<file path="src/shared/grc_pkg.sv">
// grc_pkg: constants of the global reset request and reset cause logic
`default_nettype none
package grc_pkg;
   // register word addresses on the internal register port
   localparam logic [9:0] ADDR_CODE_LOW = 10'h1d0;
   localparam logic [9:0] ADDR_CODE_HIGH = 10'h1d1;
   localparam logic [9:0] ADDR_CAUSE = 10'h1d6;
   // widths
   localparam int ADDR_W = 10;
   localparam int DATA_W = 16;
   localparam int CAUSE_W = 3;
   // reset code pair
   localparam logic [15:0] CODE_LOW_KEY = 16'hf473;
   localparam logic [15:0] CODE_HIGH_KEY = 16'h57a1;
   // reset values
   localparam logic [15:0] CODE_RESET = 16'h0000;
   localparam logic [2:0] CAUSE_RESET = 3'h2;
   // reset cause field positions
   localparam int CAUSE_PIN_BIT = 0;
   localparam int CAUSE_POR_BIT = 1;
   localparam int CAUSE_SOFT_BIT = 2;
   // software reset length in system clock cycles
   localparam int SOFT_RST_CYCLES = 8;
   localparam int SOFT_CNT_W = 4;
   // sequencer states
   typedef enum logic [0:0] {GRC_IDLE, GRC_PULSE} grc_state_t;
endpackage : grc_pkg
`default_nettype wire
</file>
<file path="src/hw/grc_global_reset.sv">
// grc_global_reset: software reset request, main reset generation and sticky reset cause register
// Behaviour worth knowing
// - only sys_rst_i clears this block; main_reset_o never feeds back into it
// - a wrong half stays stored and harmless until it is overwritten
// - code writes are dropped while the pulse runs, so it cannot re-arm early
// - read data is registered and stands for one cycle after the read strobe
// - the code halves are write-only and read back as zero
// - main_reset_o is registered, so it follows the pin and power-on sources one cycle late and rises with soft_reset_o
// - a flag set by a source in the cycle of an access survives the clear
// - the pulse length is the SOFT_CYCLES parameter, eight by default
`timescale 1ns/1ps
`default_nettype none
module grc_global_reset #(
   parameter int SOFT_CYCLES = grc_pkg::SOFT_RST_CYCLES
) (
   input wire logic sys_clk_i,
   input wire logic sys_rst_i,
   input wire logic reset_pin_n_i,
   input wire logic power_on_reset_n_i,
   input wire logic reg_wr_i,
   input wire logic reg_rd_i,
   input wire logic [grc_pkg::ADDR_W-1:0] reg_addr_i,
   input wire logic [grc_pkg::DATA_W-1:0] reg_wdata_i,
   output logic [grc_pkg::DATA_W-1:0] reg_rdata_o,
   output logic soft_reset_o,
   output logic main_reset_o
);

   ////////////////////////////////////////////////////////////////////////////
   // state

   // this block runs on sys_rst_i only; it is never hit by the reset it makes
   logic [grc_pkg::DATA_W-1:0] code_low_reg;
   logic [grc_pkg::DATA_W-1:0] code_low_next;
   logic [grc_pkg::DATA_W-1:0] code_high_reg;
   logic [grc_pkg::DATA_W-1:0] code_high_next;
   // sticky flags, one per reset source
   logic [grc_pkg::CAUSE_W-1:0] cause_reg;
   logic [grc_pkg::CAUSE_W-1:0] cause_next;
   // pulse length counter and sequencer state
   logic [grc_pkg::SOFT_CNT_W-1:0] cnt_reg;
   logic [grc_pkg::SOFT_CNT_W-1:0] cnt_next;
   grc_pkg::grc_state_t state_reg;
   grc_pkg::grc_state_t state_next;
   // registered outputs and read data
   logic soft_reg;
   logic soft_next;
   logic main_reg;
   logic main_next;
   logic [grc_pkg::DATA_W-1:0] rdata_reg;
   logic [grc_pkg::DATA_W-1:0] rdata_next;

   ////////////////////////////////////////////////////////////////////////////
   // helpers

   // address compare used by every register decode
   // kept as a function so every decode compares the full word address
   function automatic logic hit(input logic [grc_pkg::ADDR_W-1:0] addr,
                                input logic [grc_pkg::ADDR_W-1:0] target);
      hit = (addr == target);
   endfunction : hit

   // pulse length as a counter value, cut to the counter width on purpose
   // limitation: the counter holds 16 counts, so SOFT_CYCLES must stay at 16 or below
   localparam logic [grc_pkg::SOFT_CNT_W-1:0] LAST_CNT = grc_pkg::SOFT_CNT_W'(SOFT_CYCLES - 1);

   ////////////////////////////////////////////////////////////////////////////
   // register port decode

   // each code half has its own word address
   wire wr_low = reg_wr_i && hit(reg_addr_i, grc_pkg::ADDR_CODE_LOW);
   wire wr_high = reg_wr_i && hit(reg_addr_i, grc_pkg::ADDR_CODE_HIGH);
   // a read or a write of the cause word counts as an access
   wire cause_access = (reg_wr_i || reg_rd_i) && hit(reg_addr_i, grc_pkg::ADDR_CAUSE);
   // only a read of the cause word puts data on the read port
   wire cause_read = reg_rd_i && hit(reg_addr_i, grc_pkg::ADDR_CAUSE);

   // both halves must hold their key together; a lone half does nothing
   wire code_match = (code_low_reg == grc_pkg::CODE_LOW_KEY) &&
                     (code_high_reg == grc_pkg::CODE_HIGH_KEY);

   // source levels, active high
   wire pin_active = !reset_pin_n_i;
   wire por_active = !power_on_reset_n_i;

   ////////////////////////////////////////////////////////////////////////////
   // software reset sequencer

   // idle waits for a full match, pulse holds the request for a fixed count
   always_comb begin
      state_next = state_reg;
      cnt_next = cnt_reg;
      soft_next = soft_reg;
      code_low_next = code_low_reg;
      code_high_next = code_high_reg;
      case (state_reg)
         grc_pkg::GRC_IDLE: begin
            // each half is written on its own address
            if (wr_low) begin
               code_low_next = reg_wdata_i;
            end
            if (wr_high) begin
               code_high_next = reg_wdata_i;
            end
            // the match is taken from the stored halves, one cycle after the last write
            if (code_match) begin
               state_next = grc_pkg::GRC_PULSE;
               cnt_next = '0;
               soft_next = 1'b1;
            end
         end
         grc_pkg::GRC_PULSE: begin
            // writes during the pulse are dropped so the code cannot re-arm early
            // count the cycles of the pulse; the last one closes it
            if (cnt_reg == LAST_CNT) begin
               state_next = grc_pkg::GRC_IDLE;
               soft_next = 1'b0;
               code_low_next = grc_pkg::CODE_RESET;
               code_high_next = grc_pkg::CODE_RESET;
            end else begin
               cnt_next = cnt_reg + 1'b1;
            end
         end
         default: begin
            // an illegal state falls back to idle with the request low
            state_next = grc_pkg::GRC_IDLE;
            soft_next = 1'b0;
         end
      endcase
   end

   ////////////////////////////////////////////////////////////////////////////
   // sticky reset cause

   // a source active in the access cycle sets its flag again: set beats clear
   always_comb begin
      cause_next = cause_access ? '0 : cause_reg;
      if (pin_active) begin
         cause_next[grc_pkg::CAUSE_PIN_BIT] = 1'b1;
      end
      if (por_active) begin
         cause_next[grc_pkg::CAUSE_POR_BIT] = 1'b1;
      end
      // the soft flag follows the registered request, so it sets while the pulse runs
      if (soft_reg) begin
         cause_next[grc_pkg::CAUSE_SOFT_BIT] = 1'b1;
      end
   end

   ////////////////////////////////////////////////////////////////////////////
   // main reset and read data

   // any source holds the device in reset; release waits for a clock edge
   // trade-off: registering costs one cycle of latency but keeps the output glitch free
   assign main_next = soft_next || pin_active || por_active;

   // read data shows the flags as they stood before the access clears them
   // unmapped and write-only words read back as zero
   assign rdata_next = cause_read ? {{(grc_pkg::DATA_W - grc_pkg::CAUSE_W){1'b0}}, cause_reg} : '0;

   ////////////////////////////////////////////////////////////////////////////
   // flip-flops

   // sequencer and code halves
   // sys_rst_i is the only reset seen here, so the block survives its own pulse
   always_ff @(posedge sys_clk_i) begin
      if (sys_rst_i) begin
         state_reg <= grc_pkg::GRC_IDLE;
         cnt_reg <= '0;
         soft_reg <= 1'b0;
         code_low_reg <= grc_pkg::CODE_RESET;
         code_high_reg <= grc_pkg::CODE_RESET;
      end else begin
         state_reg <= state_next;
         cnt_reg <= cnt_next;
         soft_reg <= soft_next;
         code_low_reg <= code_low_next;
         code_high_reg <= code_high_next;
      end
   end

   // cause flags; after a power-up only the power-on flag is meaningful
   // the pin flag starts cleared but holds no meaning until the first read
   always_ff @(posedge sys_clk_i) begin
      if (sys_rst_i) begin
         cause_reg <= grc_pkg::CAUSE_RESET;
      end else begin
         cause_reg <= cause_next;
      end
   end

   // outputs, all registered
   // main reset is held during sys_rst_i so the device starts in reset
   always_ff @(posedge sys_clk_i) begin
      if (sys_rst_i) begin
         main_reg <= 1'b1;
         rdata_reg <= '0;
      end else begin
         main_reg <= main_next;
         rdata_reg <= rdata_next;
      end
   end

   // ports come straight from the flip-flops above
   assign reg_rdata_o = rdata_reg;
   assign soft_reset_o = soft_reg;
   assign main_reset_o = main_reg;

endmodule : grc_global_reset
`default_nettype wire

</file>
<file path="config.mk">
export PLATFORM = sky130hd
export DESIGN_NAME = grc_global_reset
export DESIGN_NICKNAME = d
export VERILOG_FILES = /design/src/shared/grc_pkg.sv /design/src/hw/grc_global_reset.sv
export SDC_FILE = /design/constraint.sdc
export NUM_CORES = 1
export LEC_CHECK = 0
export BUFFER_PORTS_ARGS = -buffer_cell sky130_fd_sc_hd__buf_2
export CELL_PAD_IN_SITES_DETAIL_PLACEMENT = 2
export CELL_PAD_IN_SITES_GLOBAL_PLACEMENT = 2
export CORE_MARGIN = 4
export CORE_UTILIZATION = 30
export CTS_CLUSTER_DIAMETER = 60
export DETAILED_ROUTE_END_ITERATION = 12
export PLACE_DENSITY_LB_ADDON = 0.05
export SLEW_MARGIN = 5
export SYNTH_ARGS = -nofsm -noshare
export SYNTH_HDL_FRONTEND = slang
export SYNTH_SLANG_ARGS = --single-unit
</file>
<file path="constraint.sdc">
create_clock -name sys_clk_i -period 1.7 [get_ports sys_clk_i]
set_input_delay 0 -clock sys_clk_i [delete_from_list [all_inputs] [get_ports sys_clk_i]]
set_output_delay 0 -clock sys_clk_i [all_outputs]
set_load 0.02 [all_outputs]
</file>
==> flow_summary.ini <==
[outcome]
run_status = finished, final reports clean

[yosys]
ys_ff_latch = 45
synth_common_cells = dfxtp_1 (45), nand3_1 (35), o21ai_1 (32)
seq_area_frac_synth_pct = 48.4
synth_top_family_by_area = simple AND/OR/NAND/NOR gates
yosysMostFrequentCell = dfxtp_1
avgSynthCellArea_sq_um = 8.87
synthAdderAreaFrac_pct = 0.672
yosys-top-cells-area = dfxtp_1 (48%), nand3_1 (9.4%), o21ai_1 (8.6%)
synthMuxAreaShare_pct = 0.537
synth_edf_count = 0
yosys.area.top_type = dfxtp_1
yosys.area.top_type_share_pct = 48.4
synth-simple-area-share_pct = 27.9
synth-xor-area-share_pct = 0
synth_area_sq_um = 1860
synth-compound-area-share_pct = 14.0
synth-main-ff-cell = dfxtp_1
synth_cell_types = 41
yosysWarningCount = 0
syn_inst = 210
synthArstFlopShare_pct = 0

[final_layout]
instances_no_fill = 335
layout-drive-gt1-share_pct = 21.2
fillCellCount = 674
fin_area_sq_um = 2350
final_nets = 293
syn_to_final_growth_pct = 26.3
n_antenna_cell = 0

[grt]
grt_usage_pct = 14.5
grt_first_pass_wirelength_mm = 8.60
grt_max_degree = 35
grt_pass1_vias = 1818
grt_overflow = 0
antenna_found_initial = 0

[die]
fp.dieW_um = 86.8
fp.dieH_um = 86.8
ios = 50
design.core.area_sq_um = 5990
initial_core_util_pct = 31.1
rows = 28
dieArea_sq_um = 7540

[sta]
fmaxAchievable_ghz = 0.617
tns_ps = 0
setup_viol = 0
min_period_ps = 1620
slew_violations = 0
hold_viol_final = 0
finalCritPeriodShare_pct = 95.3
fin_ws_ps = 79.5
skew_ps = 2.59

[routing]
drtIter0Drc = 26
viasPerCell = 4.91
wl_per_cell_um = 15.6
drt_pass1_iterations = 4
route.detailed.drc = 0
antenna_left = 0
num_vias = 1645
wl_mm = 5.23

[critical_path]
arrival_ps = 1790
endpoint_kind = flop
startpoint_type = flop
crit_fanout = 7
cp-startpoint = code_low_reg[3]
cp.required_ps = 1870
critical_path_class = flop to flop
cpPeakStageDelay_ps = 540
timing.rr.start = code_low_reg[3]
critPathSlowestCell = or4_4
worstPathCellList = nand4bb_1, or4_4, nor3_4, o311ai_1

[min_path]
hp-class = primary input to flop
min_from = reg_wdata_i[6]

[power_and_ir_drop]
power.switching_w = 0.000431
swShare_pct = 22.9
power.density_nw_per_um2 = 800
power_frac_seq_pct = 56.2
p_clk_share_pct = 35.1
peakVddDrop_v = 0.000401
p_int_w = 0.00145
power_frac_comb_pct = 8.7
p_leak_nw = 0.915

[cts]
cts_buffers = 5
post_cts_buffers = 0
insertion_delay_ps = 290
clk_pin_slew_worst_paths_ps = 80
cts_num_sinks = 45
cts_max_level = 2
cts_tree = done
clockBufferDepth = 2
cts-root-buf = clkbuf_8

[place]
place_area_sq_um = 2080
dp_cells = 312
io_buffer_count = 36
pre_cts_ws_ps = 61.3
place_congestion = 0.727
place_hpwl_mm = 3.74

[run]
cap_violations = 0
stage by stage:
stage / hold WS, ps / util, % / power, W
3_3_place_gp: 201 / 34.7 / 0.00121
5_1_grt: 7.43 / 39.3 / 0.00197
4_1_cts: 1.71 / 38.7 / 0.00190
2_1_floorplan: 86.7 / - / 0.00117
3_5_place_dp: 229 / 34.7 / 0.00121
6_report: 8.93 / 39.3 / 0.00188
cell usage in the layout (no fill, tap or decap), types with 2 or more instances in the layout:
cell,netlist,final
clkbuf_8,0,6
buf_4,13,4
buf_2,4,36
dfxtp_1,45,45
nand4bb_1,2,2
a21oi_1,2,2
nand4b_1,2,2
o21ai_0,2,2
o22ai_1,2,2
dlygate4sd3_1,0,15
nor3b_1,2,2
o21ai_1,32,32
nor4bb_1,2,2
nand3b_1,4,4
nand3_1,35,35
nand4_1,3,3
conb_1,1,13
nand2_1,21,21
nor2_1,2,2
nand2b_1,2,2
and2_1,3,3
logic make-up (layout without fill, tap and decap cells):
group                    after synthesis  count (layout)
multiplexers                           1               1
flip-flops                            45              45
buffers and inverters                 27              65
AND/OR/NAND/NOR                       89              89
adder cells (fa/ha/maj)                1               1
other                                  1              13
AO/OA/AOI/OAI                         46              46
layer usage:
metal / part of all wire [%] / track usage [%] / vias up
li1: - / - / 829
met1: 45 / 17.3 / 782
met4: 1.4 / 5.10 / 0
met3: 2.9 / 2.66 / 8
met2: 51 / 25.8 / 26
met5: 0 / 0 / -
final timing paths:
path                  endpoint  slack (ps)  cells past startpoint
max                 cnt_reg[0]          80                      4
min           code_high_reg[6]           9                      3
max reg2reg         cnt_reg[0]          80                      4
min reg2reg  code_high_reg[15]         470                      2
power by group through the flow:
stage / Sequential [W] / Combinational [W] / Clock (W)
after floorplan: 0.00108 / 0.0000897 / 0
after global placement: 0.00108 / 0.000124 / 0
after detailed placement: 0.00108 / 0.000128 / 0
after CTS: 0.00106 / 0.000155 / 0.000691
after global routing: 0.00106 / 0.000181 / 0.000735
final: 0.00106 / 0.000164 / 0.000661
what timing repair did:
item / in CTS / in global routing
resized for setup: 0 / 3
hold buffers: 15 / 0
endpoints found under the hold margin: 27 / 0
setup endpoints to repair: 0 / 4
worst max-delay path: cells and delay by family, from the launching register on:
| kind | cells | cell delay [ps] |
|---|---|---|
| compound gates | 1 | 150 |
| flops | 1 | 320 |
| simple gates | 3 | 1030 |
area by class of cell:
cell class | instances | area (sq um) | share of cell area, %
clock buffer | 7 | 86.3 | 3.67
inverter | 1 | 3.75 | 0.160
multi-input combinational | 150 | 862 | 36.6
sequential | 45 | 901 | 38.3
tap | 75 | 93.8 | 3.99
timing repair buffer | 57 | 405 | 17.2
No activity file was read; power rests on OpenSTA's default activity.
